## config.mk

```make
export PLATFORM = sky130hd
export DESIGN_NAME = adl_bridge
export DESIGN_NICKNAME = d
export VERILOG_FILES = /design/src/adl_bridge.v
export VERILOG_INCLUDE_DIRS = /design/src
export SDC_FILE = /design/constraint.sdc
export NUM_CORES = 1
export LEC_CHECK = 0
export BUFFER_PORTS_ARGS = -buffer_cell sky130_fd_sc_hd__buf_2
export CAP_MARGIN = 10
export CORE_ASPECT_RATIO = 1.4
export CORE_MARGIN = 10
export CORE_UTILIZATION = 57
export CTS_BUF_LIST = sky130_fd_sc_hd__clkbuf_8
export CTS_CLUSTER_SIZE = 24
export DETAILED_ROUTE_END_ITERATION = 8
export PLACE_DENSITY = 0.81
export SKIP_CTS_REPAIR_TIMING = 1
export SYNTH_ARGS = -nofsm -noshare
export SYNTH_HDL_FRONTEND = slang
export SYNTH_SLANG_ARGS = --single-unit
```

## constraint.sdc

```tcl
create_clock -name clk -period 4.1 [get_ports clk]
set_clock_uncertainty 0.2 [all_clocks]
set_input_delay 0.82 -clock clk [delete_from_list [all_inputs] [get_ports clk]]
set_output_delay 0.82 -clock clk [all_outputs]
set_load 0.1 [all_outputs]
```

## src/adl_map.vh

```
`ifndef ADL_MAP_VH
`define ADL_MAP_VH

// configuration space byte offsets (dword aligned)
`define ADL_OFF_DECODE_MODE   8'h48
`define ADL_OFF_ERR_CMD       8'hC0
`define ADL_OFF_ABSENT_LOG    8'hCC

// reset values
`define ADL_RST_DECODE_MODE   8'h06
`define ADL_RST_ERR_CMD       32'h00000010
`define ADL_RST_ABSENT_LOG    16'h0000

// field positions
`define ADL_BIT_ALIASED       3
`define ADL_BIT_APE_TO_HBE    1

// device number window covered by the absent-device log
`define ADL_DEV_BASE          5'h10
`define ADL_HOST_BUS          8'h00

// default watchdog interval in clock cycles
`define ADL_WDOG_CYCLES       256

`endif

```

## src/adl_bridge.v

```verilog
`timescale 1ns/1ps
`include "adl_map.vh"

// Functional notes
// - 16-bit writable absent-device log at offset CCh, resets to zero.
// - log bit n stands for device number n plus 16 on bus 0.
// - log bit set means device unpopulated; clear means device present.
// - access to a logged-absent device is claimed and forwarded to PCI.
// - with log bit clear, absent-device accesses end by watchdog timer.
// - writing 1 to decode mode bit 3 enables aliased mode.
// - with error command bit 1 set, address parity error raises bus error.
module adl_bridge #(
  parameter WDOG_CYCLES = `ADL_WDOG_CYCLES,
  parameter WDOG_W      = 16
) (
  input  wire        clk,
  input  wire        rstn,
  // configuration register port
  input  wire        cfg_wr,
  input  wire        cfg_rd,
  input  wire [7:0]  cfg_addr,
  input  wire [3:0]  cfg_be,
  input  wire [31:0] cfg_wdata,
  output reg  [31:0] cfg_rdata,
  output reg         cfg_rvalid,
  // host bus configuration request
  input  wire        req_valid,
  input  wire [7:0]  req_bus,
  input  wire [4:0]  req_dev,
  input  wire        req_taken,
  output reg         req_busy,
  output reg         pci_fwd,
  output reg         wdog_claim,
  // error signalling and mode
  input  wire        address_parity_error_n,
  output reg         host_bus_error_n,
  output reg         aliased_mode
);

  localparam ST_IDLE = 1'b0;
  localparam ST_WAIT = 1'b1;
  // last count before the watchdog claims; worked out wide, cut on purpose
  localparam integer      WDOG_LAST_I = WDOG_CYCLES - 1;
  localparam [WDOG_W-1:0] WDOG_LAST   = WDOG_LAST_I[WDOG_W-1:0];

  reg              rst_s1_r;
  reg              rst_s2_r;
  wire             rst_n_i;
  // configuration registers
  reg  [7:0]       decode_mode_r;
  reg  [31:0]      err_cmd_r;
  reg  [15:0]      absent_log_r;
  // request path
  reg              state_r;
  reg  [WDOG_W-1:0] wdog_cnt_r;
  reg  [31:0]      rdata_nxt;
  wire             in_window;
  wire [3:0]       log_idx;
  wire             logged_absent;
  // write selects
  wire             wr_mode;
  wire             wr_err;
  wire             wr_log;

  // reset released through two flops so no flop sees a raw release edge
  // assertion still acts at once; only the release waits two edges
  always @(posedge clk or negedge rstn) begin
    if (!rstn) begin
      rst_s1_r <= 1'b0;
      rst_s2_r <= 1'b0;
    end else begin
      rst_s1_r <= 1'b1;
      rst_s2_r <= rst_s1_r;
    end
  end
  assign rst_n_i = rst_s2_r;

  // write selects, one per mapped register; other offsets are ignored
  assign wr_mode = cfg_wr && (cfg_addr == `ADL_OFF_DECODE_MODE);
  assign wr_err  = cfg_wr && (cfg_addr == `ADL_OFF_ERR_CMD);
  assign wr_log  = cfg_wr && (cfg_addr == `ADL_OFF_ABSENT_LOG);

  // decode mode: a plain byte, of which only bit 3 matters here
  always @(posedge clk or negedge rst_n_i) begin
    if (!rst_n_i) begin
      decode_mode_r <= `ADL_RST_DECODE_MODE;
    end else if (wr_mode && cfg_be[0]) begin
      decode_mode_r <= cfg_wdata[7:0];
    end
  end

  // error command: all four lanes writable, disabled lanes kept
  always @(posedge clk or negedge rst_n_i) begin
    if (!rst_n_i) begin
      err_cmd_r <= `ADL_RST_ERR_CMD;
    end else if (wr_err) begin
      if (cfg_be[0])
        err_cmd_r[7:0] <= cfg_wdata[7:0];
      if (cfg_be[1])
        err_cmd_r[15:8] <= cfg_wdata[15:8];
      if (cfg_be[2])
        err_cmd_r[23:16] <= cfg_wdata[23:16];
      if (cfg_be[3])
        err_cmd_r[31:24] <= cfg_wdata[31:24];
    end
  end

  // absent-device log: 16 bits wide, so lanes 2 and 3 fall away
  always @(posedge clk or negedge rst_n_i) begin
    if (!rst_n_i) begin
      absent_log_r <= `ADL_RST_ABSENT_LOG;
    end else if (wr_log) begin
      if (cfg_be[0])
        absent_log_r[7:0] <= cfg_wdata[7:0];
      if (cfg_be[1])
        absent_log_r[15:8] <= cfg_wdata[15:8];
    end
  end

  // read mux; unmapped offsets read as zero
  // a read and a write in one cycle return the old value
  always @* begin
    rdata_nxt = 32'h00000000;
    case (cfg_addr)
      `ADL_OFF_DECODE_MODE: rdata_nxt = {24'h000000, decode_mode_r};
      `ADL_OFF_ERR_CMD:     rdata_nxt = err_cmd_r;
      `ADL_OFF_ABSENT_LOG:  rdata_nxt = {16'h0000, absent_log_r};
      default:              rdata_nxt = 32'h00000000;
    endcase
  end

  // read data registered, one cycle after the strobe
  always @(posedge clk or negedge rst_n_i) begin
    if (!rst_n_i) begin
      cfg_rdata  <= 32'h00000000;
      cfg_rvalid <= 1'b0;
    end else begin
      cfg_rvalid <= cfg_rd;
      if (cfg_rd)
        cfg_rdata <= rdata_nxt;
    end
  end

  // device numbers 16..31 on bus 0 index the log by their low four bits
  assign in_window = (req_bus == `ADL_HOST_BUS) &&
                     (req_dev >= `ADL_DEV_BASE);
  // bit n covers device n + 16; the window test keeps low numbers out
  assign log_idx = req_dev[3:0];
  // a set bit marks the slot empty
  assign logged_absent = in_window && absent_log_r[log_idx];

  // request handling: positive decode for logged slots, else watchdog
  always @(posedge clk or negedge rst_n_i) begin
    if (!rst_n_i) begin
      state_r    <= ST_IDLE;
      wdog_cnt_r <= {WDOG_W{1'b0}};
      req_busy   <= 1'b0;
      pci_fwd    <= 1'b0;
      wdog_claim <= 1'b0;
    end else begin
      pci_fwd    <= 1'b0;
      wdog_claim <= 1'b0;
      case (state_r)
        ST_IDLE: begin
          if (req_valid) begin
            if (logged_absent) begin
              // master abort on PCI is far quicker than the watchdog
              pci_fwd <= 1'b1;
            end else if (!req_taken) begin
              // nobody took it at once, so start timing
              state_r    <= ST_WAIT;
              wdog_cnt_r <= {WDOG_W{1'b0}};
              req_busy   <= 1'b1;
            end
          end
        end
        ST_WAIT: begin
          // a new request here is dropped, not queued
          if (req_taken) begin
            state_r  <= ST_IDLE;
            req_busy <= 1'b0;
          end else if (wdog_cnt_r == WDOG_LAST) begin
            // nobody answered: the watchdog claims and ends the cycle
            wdog_claim <= 1'b1;
            state_r    <= ST_IDLE;
            req_busy   <= 1'b0;
          end else begin
            wdog_cnt_r <= wdog_cnt_r + {{(WDOG_W-1){1'b0}}, 1'b1};
          end
        end
        default: begin
          state_r  <= ST_IDLE;
          req_busy <= 1'b0;
        end
      endcase
    end
  end

  // parity error converted to bus error only when enabled; a level that
  // follows the input one clock late, not a stretched pulse
  always @(posedge clk or negedge rst_n_i) begin
    if (!rst_n_i) begin
      host_bus_error_n <= 1'b1;
    end else begin
      host_bus_error_n <= ~(err_cmd_r[`ADL_BIT_APE_TO_HBE] &
                            ~address_parity_error_n);
    end
  end

  // aliased mode flag; the host must not lock write-protected shadowed
  // firmware while it is set, nothing here can stop such a lock
  always @(posedge clk or negedge rst_n_i) begin
    if (!rst_n_i) begin
      aliased_mode <= 1'b0;
    end else begin
      aliased_mode <= decode_mode_r[`ADL_BIT_ALIASED];
    end
  end

endmodule // adl_bridge

```

==> results of run 1 <==
-- cell usage in the layout (no fill, tap or decap), types with 4 or more instances in the layout --
| cell | n |
|---|---|
| xnor2_1 | 9 |
| a21oi_1 | 4 |
| nand3_1 | 28 |
| nand2_1 | 22 |
| nand2b_1 | 4 |
| nand4_1 | 5 |
| buf_2 | 101 |
| nor2_1 | 39 |
| dfstp_2 | 4 |
| nor3_1 | 6 |
| dfrtp_1 | 108 |
| mux2i_1 | 9 |
| clkbuf_8 | 19 |
| inv_1 | 26 |
| and4_1 | 4 |
| a221oi_1 | 16 |
| and3_1 | 5 |
| nor4_1 | 10 |
| o21ai_0 | 17 |
| bufinv_16 | 4 |
| buf_4 | 8 |
| mux2_2 | 56 |
| a211oi_1 | 9 |
-- worst max-delay path by stage --
| stage | startpoint | endpoint | slack (ps) |
|---|---|---|---|
| 2_1_floorplan | rst_n_i | absent_log_r[0] | 530 |
| 3_3_place_gp | cfg_addr[1] | err_cmd_r[10] | 930 |
| 3_5_place_dp | cfg_addr[1] | err_cmd_r[22] | 870 |
| 4_1_cts | cfg_addr[1] | err_cmd_r[22] | 1300 |
| 5_1_grt | cfg_addr[1] | err_cmd_r[31] | 1130 |
| 6_report | cfg_addr[1] | err_cmd_r[20] | 1310 |
-- sequential cells by signal, summed over array words and instances, names as in the netlist --
| signal | flops |
|---|---|
| cfg_rdata | 32 |
| err_cmd_r | 32 |
| absent_log_r | 16 |
| wdog_cnt_r | 16 |
| decode_mode_r | 8 |
| aliased_mode | 1 |
| cfg_rvalid | 1 |
| host_bus_error_n | 1 |
| pci_fwd | 1 |
| req_busy | 1 |
| rst_n_i | 1 |
| rst_s1_r | 1 |
| state_r | 1 |
| wdog_claim | 1 |
-- power by group --
group	internal [µW]	switching, µW
clock network	684	441
logic	78.8	179
registers	1160	41.6
total	1920	661
-- kinds of logic (layout without fill, tap and decap cells) --
family,Yosys count,after routing,share of synthesized area
flops,113,113,0.572
buf+inv,43,166,0.0354
simple gates,137,137,0.147
fa+ha+maj,1,1,0.00253
compound gates,56,56,0.0789
xor+xnor,10,10,0.0177
mux,65,65,0.146
other cells,1,2,0.000758
-- metal layers --
metal,part of all wire,GRT usage
met1,0.38,0.202
met2,0.56,0.338
met3,0.042,0.0508
met4,0.024,0.0955
met5,0,0
-- area by class of cell --
cell class	instances	area [µm²]
timing repair buffer	110	576
sequential	113	2840
fill	623	2500
clock inverter	13	169
clock buffer	19	262
antenna	1	2.50
inverter	24	90.1
tap	105	131
multi-input combinational	270	1940
-- through the flow --
stage / util / area, µm²
floorplan: - / 4950
global placement: 0.654 / 5560
detailed placement: 0.654 / 5560
CTS: 0.705 / 5990
global route: 0.706 / 6000
finish: 0.706 / 6010
-- critical path: stages --
cell and delay (ps):
buf_2 90, nor4_1 250, nand2_1 200, nor4b_4 620, buf_4 350, nand3_2 220, mux2_2 330
==> qor.yml, run 1 <==
power_and_ir_drop:
  power.leakage_uw: 0.00294
  max-vdd-ir-drop_mv: 0.310
  power_uw: 2580
  powerDensity_nw_per_um2: 429
die:
  std_cell_rows: 40
  initial_utilization: 0.582
  ioPinCount: 102
  die_w_um: 98.7
  core-area_um2: 8510
  die_h_um: 130
  die_area_um2: 12900
placed_design:
  numPortBuffers: 101
  preCtsSetupSlack_ps: 870
  hpwlAfterDp_um: 8790
  dp_cells: 621
  gp_congestion: 0.820
hold_path:
  hold_end: "rst_n_i"
  min_from: "rst_s1_r"
  min_path_type: "reg2reg"
  hold_depth: 0
timing:
  fmax_mhz: 359
  finalHoldViolations: 0
  worst_slack_ps: 1310
  setup_viol: 0
  fin_crit_ps: 2790
  setup_tns_ps: 0
  drv_slew: 0
  timing.slew.headroom: 0.482
  worst_pin_slew_ps: 777
  rsz0062_at_grt: "no"
  whs_ps: 156
  timing.final.crit_share: 0.679
critical_path:
  rr_endpoint: "state_r"
  cp_data_required_time_ps: 4220
  reg2reg_depth: 4
  crit_arrival_ps: 2900
  critPathLaunchType: "input port"
  endpoint_kind: "register"
  r2r_start: "wdog_cnt_r[8]"
  criticalPathCategory: "in2reg"
  cp_max_fo: 17
  r2r_setup_slack_ps: 1950
route:
  drc_errors: 0
  ant_nets: 0
  firstDrtPassIters: 4
  wl_um: 12000
  wl_per_cell_um: 18.3
  vias_per_cell: 5.71
  dr_total_vias: 3738
  drtIter0Drc: 138
yosys:
  ys_top_cells_by_count: "109 x dfrtp_1, 56 x mux2_2, 39 x nor2_1"
  yosysMostFrequentCell: "dfrtp_1"
  syn_nets: 491
  synth_cell_type_count: 44
  netlist_instances: 426
  synth_edf_count: 0
  ys_warn_count: 0
  synthArstFlopShare: 1.00
  synthTopCellsByArea: "dfrtp_1 55%, mux2_2 13%, nor2_1 3.0%"
  ys_ff_latch: 113
  synthFlopType: "dfrtp_1"
  synth_area_um2: 4950
  syn_avg_cell_area_um2: 11.6
  synth_top_area_frac: 0.551
  synth.largest_area_cell: "dfrtp_1"
  seq_area_frac_synth: 0.572
run_status:
  status: "completed"
clocking:
  clk_path_buf_depth: 2
  h-tree-depth: 4
  cts_sinks: 113
  cts-root-buf: "clkbuf_8"
  clock_insertion_delay_worst_skew_ps: 430
  clk_pin_slew_ps: 60
  cts_tree: "done"
  cts_buffers: 17
global_routing:
  grt_pass1_wl_um: 19800
  grt_max_degree: 62
  gr-total-overflow: 0
  antenna_found_initial: 0
  grt_usage: 0.190
  grt_pass1_vias: 4120
cells_and_area:
  fin_cells: 655
  area_delta_synth_final_pct: 21.4
  nNetsFinal: 601
  drive_gt1_frac: 0.375
run:
  maxCapViolCount: 0
(Power assumes the default switching activity.)
==> run 2: changes to the inputs <==
--- a/config.mk
+++ b/config.mk
@@ -10,11 +10,11 @@
 export CAP_MARGIN = 10
 export CORE_ASPECT_RATIO = 1.4
 export CORE_MARGIN = 10
-export CORE_UTILIZATION = 57
+export CORE_UTILIZATION = 51
 export CTS_BUF_LIST = sky130_fd_sc_hd__clkbuf_8
 export CTS_CLUSTER_SIZE = 24
 export DETAILED_ROUTE_END_ITERATION = 8
-export PLACE_DENSITY = 0.81
+export PLACE_DENSITY = 0.76
 export SKIP_CTS_REPAIR_TIMING = 1
 export SYNTH_ARGS = -nofsm -noshare
 export SYNTH_HDL_FRONTEND = slang
==> constraint.sdc (replaced) <==
create_clock -name clk -period 2.5 [get_ports clk]
set_clock_uncertainty 0.2 [all_clocks]
set_input_delay 0.5 -clock clk [delete_from_list [all_inputs] [get_ports clk]]
set_output_delay 0.5 -clock clk [all_outputs]
set_load 0.1 [all_outputs]
==> run 2 against run 1 <==
Effect of this change: core utilization fell by 5.4 points; routed wire length rose by 0.88%; sequential cell count did not move; setup slack got worse by 990 ps; critical path type is now reg2reg; largest cell class unchanged; largest power group is now clock.
==> qor.yml, run 2 (synthesized netlist as in run 1, its figures left out) <==
cells_and_area:
  nNetsFinal: 610  # was 601
  utilization: 0.652  # was 0.706
  reg.largest.list: "cfg_rdata: 32 flops, err_cmd_r: 32 flops"  # unchanged
  mostFrequentLayoutCells: "108 x dfrtp_1, 101 x buf_2, 56 x mux2_2"  # unchanged
  area_delta_synth_final_pct: 24.7  # was 21.4%
  n_fill_cell: 743  # was 623
  drive_gt1_frac: 0.391  # was 0.375
  final_common_cell: "dfrtp_1"  # unchanged
route:
  wl_met1_um: 4720  # was 4500 µm
  dr_total_vias: 3736  # was 3738
  firstDrtPassIters: 5  # was 4
  met3_length_um: 467  # was 505 µm
  wl_per_cell_um: 18.0  # was 18.3 µm
  dr_wl_met2_um: 6760  # was 6660 µm
  ant_nets: 0  # unchanged
  top_layer_used: "met4"  # unchanged
  wl_um: 12100  # was 12000 µm
  drc_errors: 0  # unchanged
  drtIter0Drc: 145  # was 138
  vias_per_cell: 5.58  # was 5.71
die:
  die_h_um: 137  # was 130 µm
  die_w_um: 103  # was 98.7 µm
  initial_utilization: 0.523  # was 0.582
  core-area_um2: 9460  # was 8510 µm²
  die_area_um2: 14100  # was 12900 µm²
  ioPinCount: 102  # unchanged
  std_cell_rows: 42  # was 40
timing:
  finalHoldViolations: 0  # unchanged
  timing.slew.headroom: 0.657  # was 0.482
  rsz0062_at_grt: "no"  # unchanged
  drv_slew: 0  # unchanged
  timing.final.crit_share: 0.872
  fin_crit_ps: 2180
  setup_tns_ps: 0  # unchanged
  setup_viol: 0  # unchanged
  worst_slack_ps: 321  # was 1310 ps
  fmax_mhz: 459
  whs_ps: 75.1  # was 156 ps
  worst_pin_slew_ps: 515  # was 777 ps
critical_path:
  slowest_stage: "nor4_1"  # was nor4b_4
  crit_start: "wdog_cnt_r[0]"  # was cfg_addr[1]
  reg2reg_depth: 6  # was 4
  cp_max_fo: 8  # was 17
  max_stage_delay_ps: 430  # was 620 ps
  crit_arrival_ps: 2280  # was 2900 ps
  criticalPathCategory: "reg2reg"  # was in2reg
  r2r_start: "wdog_cnt_r[0]"  # was wdog_cnt_r[8]
  critPathLaunchType: "register"  # was input port
  endpoint_kind: "register"  # unchanged
  cp_data_required_time_ps: 2600  # was 4220 ps
  path_cells: "ha_1 -> and3_1 -> and4_1 -> nor4_1 -> xnor2_1 -> nor2_1"  # was buf_2 -> nor4_1 -> nand2_1 -> nor4b_4 -> buf_4 -> nand3_2 -> mux2_2
power_and_ir_drop:
  comb_power_share: 0.099  # was 0.100
  power.leakage_uw: 0.00302  # was 0.00294 µW
  p_clk_frac: 0.451  # was 0.436
  internal_power_uw: 3270  # was 1920 µW
  powerDensity_nw_per_um2: 705  # was 429 nW/µm²
  power_uw: 4350  # was 2580 µW
  max-vdd-ir-drop_mv: 0.446  # was 0.310 mV
  switching_power_uw: 1070  # was 661 µW
  p_sw_frac: 0.247  # was 0.256
  pwr-share-seq: 0.450  # was 0.464
global_routing:
  grt_max_degree: 50  # was 62
  gr-total-overflow: 0  # unchanged
  grt_pass1_wl_um: 19900  # was 19800 µm
  grt_pass1_vias: 4036  # was 4120
  grt_usage: 0.181  # was 0.190
  antenna_found_initial: 0  # unchanged
run:
  maxCapViolCount: 0  # unchanged
placed_design:
  numPortBuffers: 101  # unchanged
  preCtsSetupSlack_ps: -23.5  # was 870 ps
  hpwlAfterDp_um: 8880  # was 8790 µm
  gp_congestion: 0.855  # was 0.820
clocking:
  cts_sinks: 113  # unchanged
  cts-root-buf: "clkbuf_8"  # unchanged
  cts_buffers: 17  # unchanged
  cts_tree: "done"  # unchanged
  clk_path_buf_depth: 2  # unchanged
  clock_insertion_delay_worst_skew_ps: 420  # was 430 ps
  clk_pin_slew_ps: 60  # about the same
  h-tree-depth: 4  # unchanged
hold_path:
  min_from: "address_parity_error_n"  # was rst_s1_r
  min_path_type: "in2reg"  # was reg2reg
  hold_depth: 2  # was 0
run_status:
  status: "completed"  # unchanged
[run 2: cell count changes in the layout (fill, tap and decap cells not counted), sizes merged]
cell / change
buf: +9
clkbuf: +4
inv: -3
clkinvlp: -1
diode: +1
[run 2: through the flow]
step	cell area [µm²]	std cells
after floorplan	4950	426
after global placement	5690	635
after detailed placement	5690	635
after CTS	6150	667
after global routing	6160	668
final	6170	670
[run 2: worst paths after layout]
path	end	slack, ps
setup reg to reg	wdog_cnt_r[12]	320
setup / recovery	wdog_cnt_r[12]	320
min in group asynchronous	aliased_mode	110
hold reg to reg	aliased_mode	110
max in group asynchronous	err_cmd_r[4]	1360
hold / removal	host_bus_error_n	80
[run 2: area by class of cell]
type / instances / area (µm²) / area share
sequential: 113 / 2840 / 0.460
inverter: 24 / 90.1 / 0.0146
clock buffer: 23 / 317 / 0.0513
tap: 110 / 138 / 0.0223
multi-input combinational: 270 / 1940 / 0.315
timing repair buffer: 119 / 693 / 0.112
clock inverter: 9 / 150 / 0.0243
antenna: 2 / 5.00 / 0.000811
[run 2: layer usage]
| metal | GRT usage | up-vias |
|---|---|---|
| met5 | 0 | - |
| met4 | 0.0729 | 0 |
| met3 | 0.0475 | 8 |
| met2 | 0.321 | 79 |
| met1 | 0.198 | 1887 |
| li1 | - | 1762 |
[run 2: power by group through the flow]
stage / Combinational [µW] / Clock [µW] / Sequential [µW]
2_1_floorplan: 143 / 0 / 2130
3_3_place_gp: 423 / 0 / 1980
6_report: 430 / 1960 / 1950
3_5_place_dp: 433 / 0 / 1990
5_1_grt: 467 / 2090 / 1960
4_1_cts: 434 / 1990 / 1960
[run 2: critical path, delay by kind of cell (launching register included)]
family                   cells  cell delay, ps
AND/OR/NAND/NOR              4            1010
flip-flops                   1             410
adder cells (fa/ha/maj)      1             270
XOR/XNOR                     1             170
==> run 3: changes to the inputs <==
--- a/config.mk
+++ b/config.mk
@@ -6,7 +6,7 @@
 export SDC_FILE = /design/constraint.sdc
 export NUM_CORES = 1
 export LEC_CHECK = 0
-export BUFFER_PORTS_ARGS = -buffer_cell sky130_fd_sc_hd__buf_2
+export BUFFER_PORTS_ARGS = -buffer_cell sky130_fd_sc_hd__clkbuf_2
 export CAP_MARGIN = 10
 export CORE_ASPECT_RATIO = 1.4
 export CORE_MARGIN = 10
==> run 3 against run 2 <==
Effect of this change: die area is the same; cell area shrank 0.91%; sequential power is essentially flat; clock power shrank 9%; cell count shrank 0.15%; clock-buffer cell count shrank 6; setup slack gained 21 ps; critical path depth shrank 1; sequential share of layout area grew 0.42 points; routed wire length shrank 1.5%; maximum frequency grew 0.97%; sequential cell count is the same.
==> qor.yml, run 3 (synthesized netlist as in run 1, its figures left out) <==
run_status:
  status: "completed"  # unchanged
clocking:
  h-tree-depth: 4  # unchanged
  cts-root-buf: "clkbuf_8"  # unchanged
  cts_buffers: 17  # unchanged
  clk_path_buf_depth: 2  # unchanged
  cts_sinks: 113  # unchanged
  clock_insertion_delay_worst_skew_ps: 440  # was 420 ps
  cts_tree: "done"  # unchanged
  clk_pin_slew_ps: 70  # was 60 ps
timing:
  finalHoldViolations: 0  # unchanged
  fmax_mhz: 463  # was 459 MHz
  timing.slew.headroom: 0.624  # was 0.657
  rsz0062_at_grt: "no"  # unchanged
  drv_slew: 0  # unchanged
  fin_crit_ps: 2160  # was 2180 ps
  setup_tns_ps: 0  # unchanged
  timing.final.crit_share: 0.863  # was 0.872
  setup_viol: 0  # unchanged
  worst_pin_slew_ps: 566  # was 515 ps
power_and_ir_drop:
  max-vdd-ir-drop_mv: 0.571  # was 0.446 mV
  powerDensity_nw_per_um2: 682  # was 705 nW/µm²
  power.leakage_uw: 0.00298  # was 0.00302 µW
critical_path:
  cp_max_fo: 8  # unchanged
  endpoint_kind: "register"  # unchanged
  criticalPathCategory: "reg2reg"  # unchanged
  cp_data_required_time_ps: 2650  # was 2600 ps
  critPathLaunchType: "register"  # unchanged
  crit_arrival_ps: 2310  # was 2280 ps
cells_and_area:
  mostFrequentLayoutCells: "108 x dfrtp_1, 101 x clkbuf_2, 56 x mux2_2"  # was 108 x dfrtp_1, 101 x buf_2, 56 x mux2_2
  area_delta_synth_final_pct: 23.5  # was 24.7%
  utilization: 0.646  # was 0.652
  reg.largest.list: "cfg_rdata: 32 flops, err_cmd_r: 32 flops"  # unchanged
  nNetsFinal: 611  # was 610
  antenna_cells: 0  # was 2
  drive_gt1_frac: 0.392  # was 0.391
  final_common_cell: "dfrtp_1"  # unchanged
placed_design:
  hpwlAfterDp_um: 8890  # was 8880 µm
  gp_congestion: 0.859  # was 0.855
  numPortBuffers: 101  # unchanged
global_routing:
  gr-total-overflow: 0  # unchanged
  grt_usage: 0.179  # was 0.181
  use_met3: 0.0530  # was 0.0475
  grt_pass1_vias: 3967  # was 4036
  met2_usage: 0.302  # was 0.321
  use_met1: 0.201  # was 0.198
  antenna_found_initial: 0  # unchanged
  grt_max_degree: 50  # unchanged
  top_usage_layer: "met2"  # unchanged
  grt_pass1_wl_um: 19400  # was 19900 µm
die:
  die_h_um: 137  # unchanged
  die_w_um: 103  # unchanged
  ioPinCount: 102  # unchanged
  core-area_um2: 9460  # unchanged
  die_area_um2: 14100  # unchanged
  initial_utilization: 0.523  # unchanged
  std_cell_rows: 42  # unchanged
route:
  ant_nets: 0  # unchanged
  drtIter0Drc: 165  # was 145
  firstDrtPassIters: 4  # was 5
  drc_errors: 0  # unchanged
  dr_total_vias: 3749  # was 3736
  wl_um: 11900  # was 12100 µm
  wl_per_cell_um: 17.8  # was 18.0 µm
  vias_per_cell: 5.60  # was 5.58
run:
  maxCapViolCount: 0  # unchanged
hold_path:
  min_path_type: "in2reg"  # unchanged
[run 3: area by class of cell]
cell class / count / area, µm²
clock inverter: 15 / 186
multi-input combinational: 270 / 1940
inverter: 24 / 90.1
timing repair buffer: 120 / 688
clock buffer: 17 / 234
tap: 110 / 138
fill: 731 / 3350
sequential: 113 / 2840
[run 3: worst paths after layout]
| path | startpoint | endpoint | slack, ps | cells past startpoint |
|---|---|---|---|---|
| worst max-delay path | wdog_cnt_r[8] | wdog_cnt_r[2] | 340 | 5 |
| worst min-delay path | address_parity_error_n | host_bus_error_n | 50 | 2 |
| worst max register to register | wdog_cnt_r[8] | wdog_cnt_r[2] | 340 | 5 |
| worst min register to register | rst_n_i | decode_mode_r[3] | 90 | 0 |
| max in group asynchronous | rst_n_i | host_bus_error_n | 1280 | 1 |
| min in group asynchronous | rst_n_i | decode_mode_r[3] | 90 | 0 |
[run 3: critical path: stages, from the launching register on]
cell and delay, ps:
dfrtp_1 440, nor4_1 470, and4_1 450, nor2_1 170, a21o_1 200, o21ai_0 150
[run 3: metal layers]
layer	up-vias	routed length [µm]
li1	1767	-
met1	1873	4720
met2	85	6360
met3	24	520
met4	0	288
met5	-	0
[run 3: per-stage QoR]
step	power, µW	hold WS [ps]	cells	instance area (µm²)	setup slack, ps
floorplan	2270	4.41	426	4950	124
global placement	2410	85.5	636	5680	74.7
detailed placement	2430	87.8	636	5680	-23.1
CTS	4220	-388	668	6100	340
global route	4340	41.0	669	6110	198
finish	4170	52.5	669	6110	342
[run 3: power by group]
group          internal [µW]  switching [µW]  leakage, µW
Sequential              1890            59.4      0.00153
Clock                    994             789     0.000199
Combinational            134             301      0.00125
Total                   3020            1150      0.00298
